File: src/nes_pkg.sv
// Constants, enumerations and the step record shared by the NAND sequencing host.
// Assumes a 25 MHz single clock; all pin timings are rounded to whole cycles of it.
package nes_pkg;
  localparam int CLK_NS = 40;
  localparam int SETUP_NS = 20;
  localparam int WE_LOW_NS = 25;
  localparam int RE_LOW_NS = 50;
  localparam int HOLD_NS = 10;
  localparam int WB_NS = 100;
  localparam int BUSY_TIMEOUT_NS = 10_000_000;
  localparam int SETUP_CYC = (SETUP_NS + CLK_NS - 1) / CLK_NS;
  localparam int WE_CYC = (WE_LOW_NS + CLK_NS - 1) / CLK_NS;
  localparam int RE_CYC = (RE_LOW_NS + CLK_NS - 1) / CLK_NS;
  localparam int HOLD_CYC = (HOLD_NS + CLK_NS - 1) / CLK_NS;
  localparam int WB_CYC = (WB_NS + CLK_NS - 1) / CLK_NS;
  localparam int BUSY_TIMEOUT_CYC = BUSY_TIMEOUT_NS / CLK_NS;
  localparam logic [2:0] SETUP_LD = 3'(SETUP_CYC - 1);
  localparam logic [2:0] WE_LD = 3'(WE_CYC - 1);
  localparam logic [2:0] RE_LD = 3'(RE_CYC - 1);
  localparam logic [2:0] HOLD_LD = 3'(HOLD_CYC - 1);
  localparam logic [19:0] WB_LD = 20'(WB_CYC - 1);

  localparam logic [7:0] CMD_PROG_LOAD = 8'h80;
  localparam logic [7:0] CMD_PROG_GO = 8'h10;
  localparam logic [7:0] CMD_ERASE_SETUP = 8'h60;
  localparam logic [7:0] CMD_ERASE_GO = 8'hd0;
  localparam logic [7:0] CMD_STATUS = 8'h70;
  localparam logic [7:0] CMD_ID = 8'h90;
  localparam logic [7:0] CMD_READ_MAIN = 8'h00;
  localparam logic [7:0] ID_ADDR = 8'h00;
  localparam logic [7:0] CMD_RESET_DEF = 8'hff;

  localparam int SR_FAIL_BIT = 0;
  localparam int SR_READY_BIT = 6;
  localparam int SR_UNPROT_BIT = 7;

  localparam logic [3:0] REG_CTRL = 4'h0;
  localparam logic [3:0] REG_ADDR = 4'h4;
  localparam logic [3:0] REG_WDATA = 4'h8;
  localparam logic [3:0] REG_STAT = 4'hc;
  localparam int CTRL_WP_EN_BIT = 8;
  localparam int STAT_BUSY_BIT = 0;
  localparam int STAT_RB_BIT = 1;
  localparam int STAT_TIMEOUT_BIT = 2;
  localparam int STAT_FAIL_BIT = 3;
  localparam int STAT_READY_BIT = 4;
  localparam int STAT_SR_LSB = 8;
  localparam int STAT_MAKER_LSB = 16;
  localparam int STAT_PART_LSB = 24;

  typedef enum logic [2:0] {
    OP_NONE = 3'h0, OP_PROGRAM = 3'h1, OP_ERASE = 3'h2, OP_STATUS = 3'h3,
    OP_ID = 3'h4, OP_RESET = 3'h5, OP_READ_MODE = 3'h6
  } nes_op_e;
  typedef enum logic [1:0] {CYC_CMD = 2'h0, CYC_ADDR = 2'h1, CYC_WDATA = 2'h2, CYC_READ = 2'h3} nes_cyc_e;
  typedef enum logic [1:0] {DST_NONE = 2'h0, DST_SR = 2'h1, DST_MAKER = 2'h2, DST_PART = 2'h3} nes_dst_e;
  typedef struct packed {
    logic wait_rb;
    logic last;
    nes_cyc_e cyc;
    nes_dst_e dst;
    logic [7:0] data;
  } nes_step_s;
endpackage : nes_pkg

File: src/nes_host_top.sv
// Host controller that sequences program, erase, status, ID, reset and read-mode
// commands into a NAND device and exposes them as Avalon-MM registers.
// Assumes pin inputs synchronous to mclk_i; the ready line is pulled up outside.
`timescale 1ns/10ps
`default_nettype none
module nes_host_top #(
  parameter int BUSY_TIMEOUT_CYC = nes_pkg::BUSY_TIMEOUT_CYC,
  parameter logic [7:0] RESET_CMD = nes_pkg::CMD_RESET_DEF
) (
  input wire logic mclk_i,
  input wire logic reset_n_i,
  input wire logic [3:0] avs_address_i,
  input wire logic avs_read_i,
  input wire logic avs_write_i,
  input wire logic [31:0] avs_writedata_i,
  output logic [31:0] avs_readdata_o,
  output logic avs_waitrequest_o,
  input wire logic [7:0] io_i,
  output logic [7:0] io_o,
  output logic io_oe_o,
  output logic cle_o,
  output logic ale_o,
  output logic chip_sel_n_o,
  output logic we_n_o,
  output logic read_strobe_n_o,
  output logic wp_n_o,
  input wire logic ready_busy_i
);
  typedef enum logic [4:0] {
    ST_IDLE = 5'b00001, ST_ISSUE = 5'b00010, ST_CYCLE = 5'b00100, ST_WB = 5'b01000, ST_RB = 5'b10000
  } nes_st_e;
  typedef struct packed {
    nes_st_e st;
    nes_pkg::nes_op_e op;
    logic [3:0] step;
    logic [23:0] addr;
    logic [7:0] wdata;
    logic wp_en;
    logic ce_n;
    logic [7:0] sr;
    logic [7:0] maker;
    logic [7:0] part;
    logic timeout;
    logic loaded;
    logic [19:0] tmr;
    logic start;
    nes_pkg::nes_cyc_e cyc;
    logic [7:0] byte_out;
    nes_pkg::nes_dst_e dst;
    logic waitreq;
    logic [31:0] rdata;
  } nes_top_s;
  localparam nes_top_s RST_S = '{st: ST_IDLE, op: nes_pkg::OP_NONE, step: 4'h0, addr: 24'h00_0000,
    wdata: 8'h00, wp_en: 1'b0, ce_n: 1'b1, sr: 8'h00, maker: 8'h00, part: 8'h00, timeout: 1'b0,
    loaded: 1'b0, tmr: 20'h0_0000, start: 1'b0, cyc: nes_pkg::CYC_CMD, byte_out: 8'h00,
    dst: nes_pkg::DST_NONE, waitreq: 1'b1, rdata: 32'h0000_0000};
  localparam logic [19:0] TIMEOUT_LD = 20'(BUSY_TIMEOUT_CYC - 1);

  logic [1:0] rst_pipe_r;
  logic rst_n;
  nes_top_s s;
  nes_top_s n;
  nes_pkg::nes_step_s cur;
  logic eng_done;
  logic [7:0] eng_rdata;

  function automatic nes_pkg::nes_step_s mk(input logic wait_rb, input logic last,
    input nes_pkg::nes_cyc_e cyc, input nes_pkg::nes_dst_e dst, input logic [7:0] data);
    nes_pkg::nes_step_s r;
    r = '{wait_rb: wait_rb, last: last, cyc: cyc, dst: dst, data: data};
    return r;
  endfunction : mk

  function automatic nes_pkg::nes_step_s cmd(input logic [7:0] code);
    return mk(1'b0, 1'b0, nes_pkg::CYC_CMD, nes_pkg::DST_NONE, code);
  endfunction : cmd

  function automatic nes_pkg::nes_step_s adr(input logic [7:0] a);
    return mk(1'b0, 1'b0, nes_pkg::CYC_ADDR, nes_pkg::DST_NONE, a);
  endfunction : adr

  // Per-operation byte script; anything off the end is the closing step
  function automatic nes_pkg::nes_step_s step_of(input nes_pkg::nes_op_e op, input logic [3:0] idx,
    input logic [23:0] a, input logic [7:0] wd, input logic [7:0] rc);
    nes_pkg::nes_step_s r;
    nes_pkg::nes_step_s fin;
    nes_pkg::nes_step_s rb;
    nes_pkg::nes_step_s rd_sr;
    fin = mk(1'b0, 1'b1, nes_pkg::CYC_CMD, nes_pkg::DST_NONE, 8'h00);
    rb = mk(1'b1, 1'b0, nes_pkg::CYC_CMD, nes_pkg::DST_NONE, 8'h00);
    rd_sr = mk(1'b0, 1'b0, nes_pkg::CYC_READ, nes_pkg::DST_SR, 8'h00);
    r = fin;
    case (op)
      nes_pkg::OP_PROGRAM:
        case (idx)
          4'h0: r = cmd(nes_pkg::CMD_PROG_LOAD);
          4'h1: r = adr(a[7:0]);
          4'h2: r = adr(a[16:9]);
          4'h3: r = adr({2'b00, a[22:17]});
          4'h4: r = mk(1'b0, 1'b0, nes_pkg::CYC_WDATA, nes_pkg::DST_NONE, wd);
          4'h5: r = cmd(nes_pkg::CMD_PROG_GO);
          4'h6: r = rb;
          4'h7: r = cmd(nes_pkg::CMD_STATUS);
          4'h8: r = rd_sr;
          default: r = fin;
        endcase
      nes_pkg::OP_ERASE:
        case (idx)
          4'h0: r = cmd(nes_pkg::CMD_ERASE_SETUP);
          4'h1: r = adr({a[16:13], 4'h0});
          4'h2: r = adr({2'b00, a[22:17]});
          4'h3: r = cmd(nes_pkg::CMD_ERASE_GO);
          4'h4: r = rb;
          4'h5: r = cmd(nes_pkg::CMD_STATUS);
          4'h6: r = rd_sr;
          default: r = fin;
        endcase
      nes_pkg::OP_STATUS:
        case (idx)
          4'h0: r = cmd(nes_pkg::CMD_STATUS);
          4'h1: r = rd_sr;
          default: r = fin;
        endcase
      nes_pkg::OP_ID:
        case (idx)
          4'h0: r = cmd(nes_pkg::CMD_ID);
          4'h1: r = adr(nes_pkg::ID_ADDR);
          4'h2: r = mk(1'b0, 1'b0, nes_pkg::CYC_READ, nes_pkg::DST_MAKER, 8'h00);
          4'h3: r = mk(1'b0, 1'b0, nes_pkg::CYC_READ, nes_pkg::DST_PART, 8'h00);
          default: r = fin;
        endcase
      nes_pkg::OP_RESET:
        case (idx)
          4'h0: r = cmd(rc);
          4'h1: r = rb;
          default: r = fin;
        endcase
      nes_pkg::OP_READ_MODE:
        // Status and ID modes persist, so page reads need the read command again
        if (idx == 4'h0)
          r = cmd(nes_pkg::CMD_READ_MAIN);
      default:
        r = fin;
    endcase
    return r;
  endfunction : step_of

  always_ff @(posedge mclk_i or negedge reset_n_i)
  begin
    if (!reset_n_i)
      rst_pipe_r <= 2'b00;
    else
      rst_pipe_r <= {rst_pipe_r[0], 1'b1};
  end
  assign rst_n = rst_pipe_r[1];

  assign cur = step_of(s.op, s.step, s.addr, s.wdata, RESET_CMD);

  always_comb
  begin
    n = s;
    n.start = 1'b0;
    n.waitreq = 1'b1;
    if ((avs_read_i || avs_write_i) && s.waitreq)
    begin
      n.waitreq = 1'b0;
      n.rdata = 32'h0000_0000;
      unique case (avs_address_i)
        nes_pkg::REG_CTRL: n.rdata = {23'h00_0000, s.wp_en, 5'h00, s.op};
        nes_pkg::REG_ADDR: n.rdata = {8'h00, s.addr};
        nes_pkg::REG_WDATA: n.rdata = {24'h00_0000, s.wdata};
        nes_pkg::REG_STAT:
        begin
          n.rdata[nes_pkg::STAT_BUSY_BIT] = (s.st != ST_IDLE);
          n.rdata[nes_pkg::STAT_RB_BIT] = ready_busy_i;
          n.rdata[nes_pkg::STAT_TIMEOUT_BIT] = s.timeout;
          // Fail bit is taken as the device reports it: only unprogrammed ones count
          n.rdata[nes_pkg::STAT_FAIL_BIT] = s.sr[nes_pkg::SR_FAIL_BIT];
          n.rdata[nes_pkg::STAT_READY_BIT] = s.sr[nes_pkg::SR_READY_BIT];
          n.rdata[nes_pkg::STAT_SR_LSB +: 8] = s.sr;
          n.rdata[nes_pkg::STAT_MAKER_LSB +: 8] = s.maker;
          n.rdata[nes_pkg::STAT_PART_LSB +: 8] = s.part;
        end
        default: n.rdata = 32'h0000_0000;
      endcase
    end
    if (avs_write_i && !s.waitreq)
    begin
      unique case (avs_address_i)
        nes_pkg::REG_CTRL:
        begin
          n.wp_en = avs_writedata_i[nes_pkg::CTRL_WP_EN_BIT];
          // A new operation is only taken while idle; others are dropped
          if (s.st == ST_IDLE && avs_writedata_i[2:0] != 3'h0)
          begin
            n.op = nes_pkg::nes_op_e'(avs_writedata_i[2:0]);
            n.step = 4'h0;
            n.ce_n = 1'b0;
            n.loaded = 1'b0;
            n.timeout = 1'b0;
            n.st = ST_ISSUE;
          end
        end
        nes_pkg::REG_ADDR: n.addr = avs_writedata_i[23:0];
        nes_pkg::REG_WDATA: n.wdata = avs_writedata_i[7:0];
        default: n.addr = s.addr;
      endcase
    end
    unique case (s.st)
      ST_IDLE:
        n.ce_n = n.ce_n;
      ST_ISSUE:
        if (cur.last)
        begin
          n.st = ST_IDLE;
          n.ce_n = 1'b1;
        end
        else if (cur.wait_rb)
        begin
          n.tmr = nes_pkg::WB_LD;
          n.st = ST_WB;
        end
        else
        begin
          n.start = 1'b1;
          n.cyc = cur.cyc;
          n.byte_out = cur.data;
          n.dst = cur.dst;
          n.loaded = s.loaded || (cur.cyc == nes_pkg::CYC_WDATA);
          n.st = ST_CYCLE;
        end
      ST_CYCLE:
        if (eng_done)
        begin
          unique case (s.dst)
            nes_pkg::DST_SR: n.sr = eng_rdata;
            nes_pkg::DST_MAKER: n.maker = eng_rdata;
            nes_pkg::DST_PART: n.part = eng_rdata;
            nes_pkg::DST_NONE: n.sr = s.sr;
          endcase
          n.step = s.step + 4'h1;
          n.st = ST_ISSUE;
        end
      ST_WB:
        // The device may take a while to pull the line low after the strobe
        if (s.tmr == 20'h0_0000)
        begin
          n.tmr = TIMEOUT_LD;
          n.st = ST_RB;
        end
        else
          n.tmr = s.tmr - 20'h0_0001;
      ST_RB:
        if (ready_busy_i || s.tmr == 20'h0_0000)
        begin
          n.timeout = !ready_busy_i;
          n.step = s.step + 4'h1;
          n.st = ST_ISSUE;
        end
        else
          n.tmr = s.tmr - 20'h0_0001;
      default:
        n = RST_S;
    endcase
  end

  always_ff @(posedge mclk_i or negedge rst_n)
  begin
    if (!rst_n)
      s <= RST_S;
    else
      s <= n;
  end

  nes_pin_cycle u_cycle (
    .mclk_i(mclk_i),
    .rst_n_i(rst_n),
    .start_i(s.start),
    .kind_i(s.cyc),
    .byte_i(s.byte_out),
    .io_i(io_i),
    .io_o(io_o),
    .io_oe_o(io_oe_o),
    .cle_o(cle_o),
    .ale_o(ale_o),
    .we_n_o(we_n_o),
    .re_n_o(read_strobe_n_o),
    .done_o(eng_done),
    .rdata_o(eng_rdata)
  );

  assign avs_readdata_o = s.rdata;
  assign avs_waitrequest_o = s.waitreq;
  assign chip_sel_n_o = s.ce_n;
  assign wp_n_o = s.wp_en;

  no_cmd_busy_a: assert property (@(posedge mclk_i) disable iff (!rst_n)
    (s.st == ST_WB || s.st == ST_RB) |-> (we_n_o && !cle_o && !ale_o))
    else $error("pin cycle while waiting on busy");
  erase_addr_a: assert property (@(posedge mclk_i) disable iff (!rst_n)
    (s.start && s.op == nes_pkg::OP_ERASE && s.cyc == nes_pkg::CYC_ADDR && s.step == 4'h1)
    |-> (s.byte_out[3:0] == 4'h0)) else $error("erase address carries page bits");
  prog_confirm_a: assert property (@(posedge mclk_i) disable iff (!rst_n)
    (s.start && s.cyc == nes_pkg::CYC_CMD && s.byte_out == nes_pkg::CMD_PROG_GO) |-> s.loaded)
    else $error("program confirm without data");
  erase_order_a: assert property (@(posedge mclk_i) disable iff (!rst_n)
    (s.start && s.cyc == nes_pkg::CYC_CMD && s.byte_out == nes_pkg::CMD_ERASE_GO)
    |-> (s.op == nes_pkg::OP_ERASE && s.step == 4'h3)) else $error("erase confirm out of order");
  rb_release_a: assert property (@(posedge mclk_i) disable iff (!rst_n)
    (s.st == ST_RB && ready_busy_i) |=> (s.st == ST_ISSUE && !s.timeout)) else $error("ready not followed");
  wp_hold_a: assert property (@(posedge mclk_i) disable iff (!rst_n)
    $rose(wp_n_o) |-> $past(avs_write_i && !avs_waitrequest_o && avs_address_i == nes_pkg::REG_CTRL
    && avs_writedata_i[nes_pkg::CTRL_WP_EN_BIT])) else $error("write protect released early");
  sr_capture_a: assert property (@(posedge mclk_i) disable iff (!rst_n)
    (eng_done && s.st == ST_CYCLE && s.dst == nes_pkg::DST_SR) |=> (s.sr == $past(eng_rdata)))
    else $error("status byte not captured");
  read_select_a: assert property (@(posedge mclk_i) disable iff (!rst_n)
    !read_strobe_n_o |-> (!chip_sel_n_o && !io_oe_o)) else $error("read strobe without select");
  reset_code_a: assert property (@(posedge mclk_i) disable iff (!rst_n)
    (s.start && s.op == nes_pkg::OP_RESET && s.step == 4'h0)
    |-> (s.byte_out == RESET_CMD) ##2 (!we_n_o && cle_o && io_o == RESET_CMD))
    else $error("reset code wrong");
  id_order_a: assert property (@(posedge mclk_i) disable iff (!rst_n)
    (s.start && s.op == nes_pkg::OP_ID && s.cyc == nes_pkg::CYC_READ) |-> (s.step inside {4'h2, 4'h3}))
    else $error("id read out of order");

  prog_done_c: cover property (@(posedge mclk_i) disable iff (!rst_n)
    (s.op == nes_pkg::OP_PROGRAM && s.st == ST_ISSUE && cur.last));
  erase_done_c: cover property (@(posedge mclk_i) disable iff (!rst_n)
    (s.op == nes_pkg::OP_ERASE && s.st == ST_ISSUE && cur.last));
  id_done_c: cover property (@(posedge mclk_i) disable iff (!rst_n)
    (s.op == nes_pkg::OP_ID && s.st == ST_ISSUE && cur.last));
endmodule : nes_host_top
`default_nettype wire

File: src/nes_pin_cycle.sv
// One command, address, data-in or read cycle on the multiplexed byte port.
// Assumes chip select is already low and io_i is synchronous to mclk_i.
`timescale 1ns/10ps
`default_nettype none
module nes_pin_cycle (
  input wire logic mclk_i,
  input wire logic rst_n_i,
  input wire logic start_i,
  input wire nes_pkg::nes_cyc_e kind_i,
  input wire logic [7:0] byte_i,
  input wire logic [7:0] io_i,
  output logic [7:0] io_o,
  output logic io_oe_o,
  output logic cle_o,
  output logic ale_o,
  output logic we_n_o,
  output logic re_n_o,
  output logic done_o,
  output logic [7:0] rdata_o
);
  typedef enum logic [3:0] {
    PH_IDLE = 4'b0001, PH_SETUP = 4'b0010, PH_STROBE = 4'b0100, PH_HOLD = 4'b1000
  } nes_ph_e;
  typedef struct packed {
    nes_ph_e ph;
    logic [2:0] cnt;
    nes_pkg::nes_cyc_e kind;
    logic [7:0] io;
    logic oe;
    logic cle;
    logic ale;
    logic we_n;
    logic re_n;
    logic done;
    logic [7:0] rdata;
  } nes_pc_s;
  localparam nes_pc_s RST_S = '{ph: PH_IDLE, cnt: 3'h0, kind: nes_pkg::CYC_CMD, io: 8'h00, oe: 1'b0,
                                 cle: 1'b0, ale: 1'b0, we_n: 1'b1, re_n: 1'b1, done: 1'b0, rdata: 8'h00};
  nes_pc_s s;
  nes_pc_s n;

  always_comb
  begin
    n = s;
    n.done = 1'b0;
    unique case (s.ph)
      PH_IDLE:
        if (start_i)
        begin
          n.ph = PH_SETUP;
          n.cnt = nes_pkg::SETUP_LD;
          n.kind = kind_i;
          n.cle = (kind_i == nes_pkg::CYC_CMD);
          n.ale = (kind_i == nes_pkg::CYC_ADDR);
          n.io = byte_i;
          n.oe = (kind_i != nes_pkg::CYC_READ);
        end
      PH_SETUP:
        if (s.cnt == 3'h0)
        begin
          n.ph = PH_STROBE;
          // Read strobe low long enough to cover the device's output access time
          if (s.kind == nes_pkg::CYC_READ)
          begin
            n.cnt = nes_pkg::RE_LD;
            n.re_n = 1'b0;
          end
          else
          begin
            n.cnt = nes_pkg::WE_LD;
            n.we_n = 1'b0;
          end
        end
        else
          n.cnt = s.cnt - 3'h1;
      PH_STROBE:
        if (s.cnt == 3'h0)
        begin
          n.ph = PH_HOLD;
          n.cnt = nes_pkg::HOLD_LD;
          n.we_n = 1'b1;
          n.re_n = 1'b1;
          if (s.kind == nes_pkg::CYC_READ)
            n.rdata = io_i;
        end
        else
          n.cnt = s.cnt - 3'h1;
      PH_HOLD:
        if (s.cnt == 3'h0)
        begin
          n.ph = PH_IDLE;
          n.cle = 1'b0;
          n.ale = 1'b0;
          n.oe = 1'b0;
          n.done = 1'b1;
        end
        else
          n.cnt = s.cnt - 3'h1;
      default:
        n = RST_S;
    endcase
  end

  always_ff @(posedge mclk_i or negedge rst_n_i)
  begin
    if (!rst_n_i)
      s <= RST_S;
    else
      s <= n;
  end

  assign io_o = s.io;
  assign io_oe_o = s.oe;
  assign cle_o = s.cle;
  assign ale_o = s.ale;
  assign we_n_o = s.we_n;
  assign re_n_o = s.re_n;
  assign done_o = s.done;
  assign rdata_o = s.rdata;
endmodule : nes_pin_cycle
`default_nettype wire

File: config.mk
export PLATFORM = sky130hd
export DESIGN_NAME = nes_host_top
export DESIGN_NICKNAME = d
export VERILOG_FILES = /design/src/nes_pkg.sv /design/src/nes_host_top.sv /design/src/nes_pin_cycle.sv
export SDC_FILE = /design/constraint.sdc
export NUM_CORES = 1
export LEC_CHECK = 0
export BUFFER_PORTS_ARGS = -buffer_cell sky130_fd_sc_hd__buf_2
export CAP_MARGIN = 5
export CORE_MARGIN = 4
export CORE_UTILIZATION = 45
export DETAILED_ROUTE_END_ITERATION = 8
export GPL_ROUTABILITY_DRIVEN = 0
export GPL_TIMING_DRIVEN = 0
export PLACE_DENSITY = 0.72
export SLEW_MARGIN = 10
export SYNTH_ARGS = -nofsm -noshare
export SYNTH_HDL_FRONTEND = slang
export SYNTH_SLANG_ARGS = --single-unit
File: constraint.sdc
create_clock -name mclk_i -period 6.4 [get_ports mclk_i]
set_input_delay 0.32 -clock mclk_i [delete_from_list [all_inputs] [get_ports mclk_i]]
set_output_delay 0.32 -clock mclk_i [all_outputs]
set_load 0.005 [all_outputs]
==> metrics.md, run 1 <==
| Metric | Value |
|---|---|
| CTS root buffer | clkbuf_16 |
| Psw | between 0.0009 and 0.001 W |
| Post-Syn Nets | 961 |
| Total grt overflow | 0 |
| Mapped Area | between 8000 and 9000 um^2 |
| Die area | 21800 um^2 |
| DP Wirelength | 16200 um |
| Reg-to-Reg End | s[60] |
| Clock skew | 0.0115 ns |
| Vias post-DR | 7279 |
| Yosys top cell area share | 46.7% |
| Fin. Hold Viols | 0 |
| Starting Density | 46.3% |
| PortBufs | 88 |
| CTS tree | done |
| Most used DFF post-synth | dfrtp_1 |
| Fin nets | 1071 |
| Logic pwr share | 20.5% |
| Post-DP Area | 9610 um^2 |
| Unique masters post-synth | 72 |
| Reported max-cap violation count | 0 |
| Global-route wire length before repair | 36100 um |
| GRT Total Usage | 20.7% |
| Synth warnings | 0 |
| Post-route minimum period | approximately 3.2 ns |
| Post_cts resized | 0 |
| Worst reg-to-reg path cell count | 9 |
| Wire length per cell | 17.4 um |
| Post-route ant nets | 0 |
| R2r setup slk | approximately 3.2 ns |
| Num CTS Buffers | 17 |
| Yosys reg bits | 170 |
| Int Pwr | 0.00183 W |
| Required time worst endpoint | roughly 6.7 ns |
| Mapped Cells | 905 |
| Worst min path class | in2reg |
| Worst r2r src | s[127] |
| Worst-margin pin slew | 1.13 ns |
| I/O pins | between 90 and 100 |
| Clock latency on the worst-skew pair | 0.44 ns |
| Die width | approximately 150 um |
| Commonest cells post-synth | 164 x dfrtp_1, 129 x nand2_1, 58 x a21oi_1, 50 x nor2_1, 48 x o21ai_0 |
| Std-Cell Core Area | between 15000 and 20000 um^2 |
| Synthesized area per cell | 9.70 um^2 |
| FP Rows | 50 |
| Clock Sinks | 170 |
| Pin count of the biggest net entering global routing | 65 |
| Post-CTS setup buffer count | 0 |
| Status | finished clean |
| Drt total wl | between 20000 and 25000 um |
| Vias in the first global route | approximately 6800 |
| Initial antenna violation count | 0 |
| Die height | 148 um |
| Worst Setup Slack, final | ~3.2 ns |
| Clock tree buffer depth | 2 |
| Final Cell Area | 10200 um^2 |
| Cell count after placement | 1255 |
| Main area contributors after synthesis | dfrtp_1 47%, nand2_1 5.5%, mux2_2 3.5% |
| Count leader, synth | dfrtp_1 |
| WP data arrival | 3.54 ns |
| Yosys top cell by area | dfrtp_1 |
| Fin. max-slew vios | 0 |
| Power Density | ~270 nW/um^2 |
| Synth async-reset ratio | 100% |
| # setup viols final | 0 |
| Detailed Route Iter0 Violations | 574 |
| P_leak | 4.75 nW |
| Overall power | 0.00277 W |
| Critical path endpoint category | register |
| N_diodes | 0 |
| Hold endpoint | u_cycle.rdata_o[4] |
| H-tree depth | 4 |
| Switching Fraction | 34.0% |
| CTS clk-pin slew, worst paths | 0.08 ns |
| Area taken by flip-flops and latches | 4270 um^2 |
| Layout area overhead | 16.5% |
| Via-to-Cell Ratio | 5.65 |
| Setup slack at placement | about 3.3 ns |
| Slew margin rel. | between 20% and 30% |
| Worst Path Class, Setup | reg2reg |
| Area of the multi-input gates | 3930 um^2 |
| Fmax | 312 MHz |
| DRC Markers | 0 |
| Final Instance Count excl. Fillers | 1288 |
| Final period utilization | 50.1% |
| Layout cells sized above 1 | 21.6% |
| Seq pwr share | 41.3% |
| Clock power share | 38.2% |
| Drt first pass iters | 5 |
| Hold Crit Start | io_i[4] |
| Worst-path maximum fanout | 10 |
| RSZ-0062 raised after global routing | false |
| Seq/Total Area, Yosys | 48.5% |
| EDFF count, synth | 0 |
| Peak VDD IR | 0.196 mV |
| Worst Hold Depth | 3 |
| Fillers | roughly 1700 |
| CP startpoint kind | register |
power groups by stage:
stage | logic (W) | clock network [W] | registers, W
floorplan | 0.000393 | 0 | 0.00116
global placement | 0.000537 | 0 | 0.00118
detailed placement | 0.000566 | 0 | 0.00116
CTS | 0.000568 | 0.00107 | 0.00114
global route | 0.000629 | 0.00112 | 0.00115
finish | 0.000568 | 0.00106 | 0.00114
placed cells by master, fill, tap and decap left out, types with 8 or more instances in the layout:
cell type and count:
a21o_1 8, a21oi_1 58, a22o_1 20, a22oi_1 26, a31oi_1 13, a32oi_1 8, and2_1 9, and3_1 8
buf_2 91, buf_4 40, clkbuf_1 45, clkbuf_16 17, dfrtp_1 163, inv_1 16, mux2_2 27, mux2i_1 11
nand2_1 129, nand2b_1 14, nand3_1 15, nor2_1 50, nor2b_1 14, nor3_1 24, o21ai_0 48, o2bb2ai_1 32
sequential cells by signal, summed over array words and instances (netlist names), 2 cells and up:
name,count
avs_readdata_o,32
rst_pipe_r,2
s,102
u_cycle.io_o,8
u_cycle.rdata_o,8
u_cycle.s,9
stage by stage:
step	util [%]	hold slack, ns	setup TNS (ns)
3_5_place_dp	50.7	0.108	0
3_3_place_gp	50.4	0.106	-99.13
6_report	53.9	0.114	0
5_1_grt	53.9	0.101	0
2_1_floorplan	-	0.0244	0
4_1_cts	53.9	0.102	0
worst max path at each step:
stage / to / cells after the start / from / slack [ns]
6_report: s[60] / 9 / s[127] / 3.20
5_1_grt: s[48] / 8 / s[127] / 3.01
4_1_cts: s[60] / 9 / s[127] / 3.22
3_5_place_dp: s[60] / 9 / s[127] / 3.26
3_3_place_gp: u_cycle.s[25] / 0 / rst_pipe_r[1] / -0.63
2_1_floorplan: avs_readdata_o[0] / 0 / rst_pipe_r[1] / 1.32
what timing repair did:
action,CTS,global route
hold buffers,1,0
hold endpoints to repair,2,0
setup endpoints to repair,0,0
layer usage:
metal / vias up / global-route usage, % / routed length, um
met3: 45 / 4.05 / 1330
met4: 0 / 7.04 / 505
met1: 3543 / 28.4 / 9980
met5: - / 0 / 0
met2: 239 / 33.1 / 10600
li1: 3452 / - / -
kinds of logic (layout without fill, tap and decap cells):
family                   count (synthesis)  count (layout)  share of synthesized area [%]
XOR/XNOR                                 6               6                          0.598
flip-flops                             170             170                           48.5
adder cells (fa/ha/maj)                  7               7                          0.997
buffers and inverters                  110             233                           6.71
AO/OA/AOI/OAI                          273             273                           21.5
other                                    1               1                         0.0427
AND/OR/NAND/NOR                        297             297                           16.1
multiplexers                            41              41                           5.49
layout make-up:
| type | count | share of cell area [%] |
|---|---|---|
| clock inverter | 15 | 1.81 |
| inverter | 16 | 0.587 |
| timing repair buffer | 91 | 4.94 |
| tap | 260 | 3.18 |
| sequential | 170 | 41.7 |
| buffer | 94 | 5.18 |
| clock buffer | 17 | 4.16 |
| multi-input combinational | 625 | 38.4 |
critical path, cell delays in order, from the launching register on:
cell,delay (ns)
dfrtp_1,0.43
inv_1,0.10
ha_1,0.15
buf_2,0.19
nor3b_2,0.48
a31oi_1,0.34
a221oi_1,0.91
buf_6,0.26
o21ai_2,0.06
a22o_1,0.19
(Power assumes the default switching activity.)
==> inputs of run 2 (changes only) <==
--- a/config.mk
+++ b/config.mk
@@ -12,7 +12,7 @@
 export DETAILED_ROUTE_END_ITERATION = 8
 export GPL_ROUTABILITY_DRIVEN = 0
 export GPL_TIMING_DRIVEN = 0
-export PLACE_DENSITY = 0.72
+export PLACE_DENSITY = 0.74
 export SLEW_MARGIN = 10
 export SYNTH_ARGS = -nofsm -noshare
 export SYNTH_HDL_FRONTEND = slang
==> constraint.sdc (replaced) <==
create_clock -name mclk_i -period 2.7 [get_ports mclk_i]
set_input_delay 0.135 -clock mclk_i [delete_from_list [all_inputs] [get_ports mclk_i]]
set_output_delay 0.135 -clock mclk_i [all_outputs]
set_load 0.005 [all_outputs]
==> metrics.md, run 2 (same netlist as run 1, synthesis figures left out) <==
| Metric | Value |
|---|---|
| DP Wirelength | 16000 um (-1.3%) |
| Fin. max-slew vios | 0 (unchanged) |
| Hold endpoint | avs_readdata_o[1] |
| R2r setup slk | 0.06 ns (-3.14 ns) |
| Worst reg-to-reg path cell count | 8 (-1) |
| N_diodes | 0 (unchanged) |
| Commonest non-fill, non-tap cell in the layout | dfrtp_1 |
| Die area | 21800 um^2 (unchanged) |
| Area of the multi-input gates | 4040 um^2 (+2.9%) |
| CTS root buffer | clkbuf_16 |
| Drt first pass iters | 6 (+1) |
| Final Instance Count excl. Fillers | 1327 (+3.0%) |
| Fin nets | 1110 (+3.6%) |
| FP Rows | 50 (unchanged) |
| # setup viols final | 0 (unchanged) |
| Pin count of the biggest net entering global routing | 65 (unchanged) |
| Die width | 148 um (unchanged) |
| Power Density | 623 nW/um^2 (+130%) |
| Total grt overflow | 0 (unchanged) |
| Std-Cell Core Area | 19000 um^2 (unchanged) |
| Worst r2r src | s[59] |
| Post-route minimum period | 2.64 ns (-0.562 ns) |
| Layout area overhead | 22.4% |
| Num CTS Buffers | 17 (unchanged) |
| Detailed Route Iter0 Violations | 646 (+13%) |
| Layout cells sized above 1 | 23.4% (+1.8 points) |
| Worst Path Class, Setup | reg2reg |
| Die height | 148 um (unchanged) |
| Clock Sinks | 170 (unchanged) |
| Fmax | 378 MHz (+21%) |
| Largest Register | s |
| Hold Crit Start | avs_address_i[0] |
| WP data arrival | 2.97 ns (-0.57 ns) |
| I/O pins | 97 (unchanged) |
| DRC Markers | 0 (unchanged) |
| Worst min path class | in2reg |
| Required time worst endpoint | 3.03 ns (-3.70 ns) |
| Area taken by flip-flops and latches | 4270 um^2 (unchanged) |
| Cell count after placement | 1255 (unchanged) |
| Vias post-DR | 7529 (+3.4%) |
| Wire length per cell | 17.6 um (+1.5%) |
| Hold Slack | 0.0805 ns (-0.0331 ns) |
| CTS clk-pin slew, worst paths | 0.07 ns (about the same) |
| Fin. Hold Viols | 0 (unchanged) |
| Starting Density | 46.3% (unchanged) |
| Peak VDD IR | 0.540 mV (+180%) |
| CTS tree | done |
| Clock latency on the worst-skew pair | 0.44 ns (about the same) |
| PortBufs | 88 (unchanged) |
| Clock skew | 0.0173 ns (+0.00579 ns) |
| Most frequent cells in the layout | 163 x dfrtp_1, 129 x nand2_1, 92 x buf_2 |
| Reg-to-Reg End | s[49] |
| Initial antenna violation count | 0 (unchanged) |
| Via-to-Cell Ratio | 5.67 (+0.39%) |
| CP startpoint kind | register |
| Status | finished clean |
| Final period utilization | 97.9% (+48 points) |
| GRT Total Usage | 21.6% (+0.85 points) |
| Global-route wire length before repair | 38100 um (+5.3%) |
| Worst Hold Depth | 4 (+1) |
| Slew margin rel. | 30.4% (+5.9 points) |
| Drt total wl | 23400 um (+4.6%) |
| Worst-margin pin slew | 1.03 ns (-0.102 ns) |
| Post-route ant nets | 0 (unchanged) |
| Clock tree buffer depth | 2 (unchanged) |
| Reported max-cap violation count | 0 (unchanged) |
| Vias in the first global route | 7267 (+6.2%) |
| Critical path endpoint category | register |
| Fillers | 1580 (-6.6%) |
| P_leak | 4.96 nW (+4.5%) |
| Worst-path maximum fanout | 8 (-2) |
| H-tree depth | 4 (unchanged) |
| Max FFs per register | 102 (unchanged) |
-- run 2: cell types whose count changed in the layout (fill, tap and decap cells not counted), sizes merged --
cell	change
clkinvlp	-1
clkinv	+6
buf	+6
inv	-5
clkdlybuf4s15	+1
clkbuf	-1
dlygate4sd3	+33
-- run 2: final cells by class --
cell class,instances,share of cell area (%)
inverters,16,0.559
plain buffers,94,5.04
well taps,260,3.03
multi-input cells,625,37.6
repair buffers,130,8.23
flip-flops and latches,170,39.7
clock buffers,17,3.96
clock inverters,15,1.85
-- run 2: per-layer routing --
layer	track usage [%]	wire, um	vias up
met3	4.29	1710	51
met4	4.94	461	0
met1	29.6	10100	3621
met2	35.6	11100	310
met5	0	0	-
li1	-	-	3547
-- run 2: worst max-delay path: stages, from the launching register on --
cell and delay, ns:
dfrtp_1 0.38, buf_6 0.13, or4_4 0.55, or4_4 0.50, o31ai_4 0.29, buf_4 0.18
a221oi_4 0.10, buf_4 0.20, a22o_1 0.20
-- run 2: report_power, final --
group	leakage, nW	total [W]	switching (W)	internal, W
logic	2.32	0.00151	0.000969	0.000539
clock network	0.300	0.00248	0.00121	0.00126
registers	2.34	0.00271	0.0000857	0.00263
total	4.96	0.00670	0.00227	0.00443
-- run 2: timing repair --
action	4_1_cts	5_1_grt
pin swaps	0	5
gates cloned	0	2
endpoints found under the setup margin	63	63
setup buffers	0	4
resized for setup	12	25
hold buffers	34	0
hold endpoints to repair	45	0
-- run 2: worst max-delay path by stage --
stage | to | slack (ns) | startpoint
detailed placement | s[60] | -0.40 | s[127]
global route | s[49] | -0.01 | s[59]
global placement | s[60] | -0.39 | s[127]
CTS | s[35] | 0.02 | s[126]
floorplan | s[60] | 0.29 | s[126]
finish | s[49] | 0.06 | s[59]
-- run 2: through the flow --
stage / setup WS (ns) / instance area (um^2) / TNS (ns) / utilization [%] / total power [W]
after floorplan: 0.292 / 8780 / 0 / - / 0.00369
final: 0.0579 / 10700 / 0 / 56.7 / 0.00670
after CTS: 0.0245 / 10600 / 0 / 56.0 / 0.00663
after detailed placement: -0.398 / 9610 / -12.26 / 50.7 / 0.00409
after global placement: -0.391 / 9550 / -8.97 / 50.4 / 0.00406
after global routing: -0.0133 / 10700 / -0.0206 / 56.7 / 0.00700
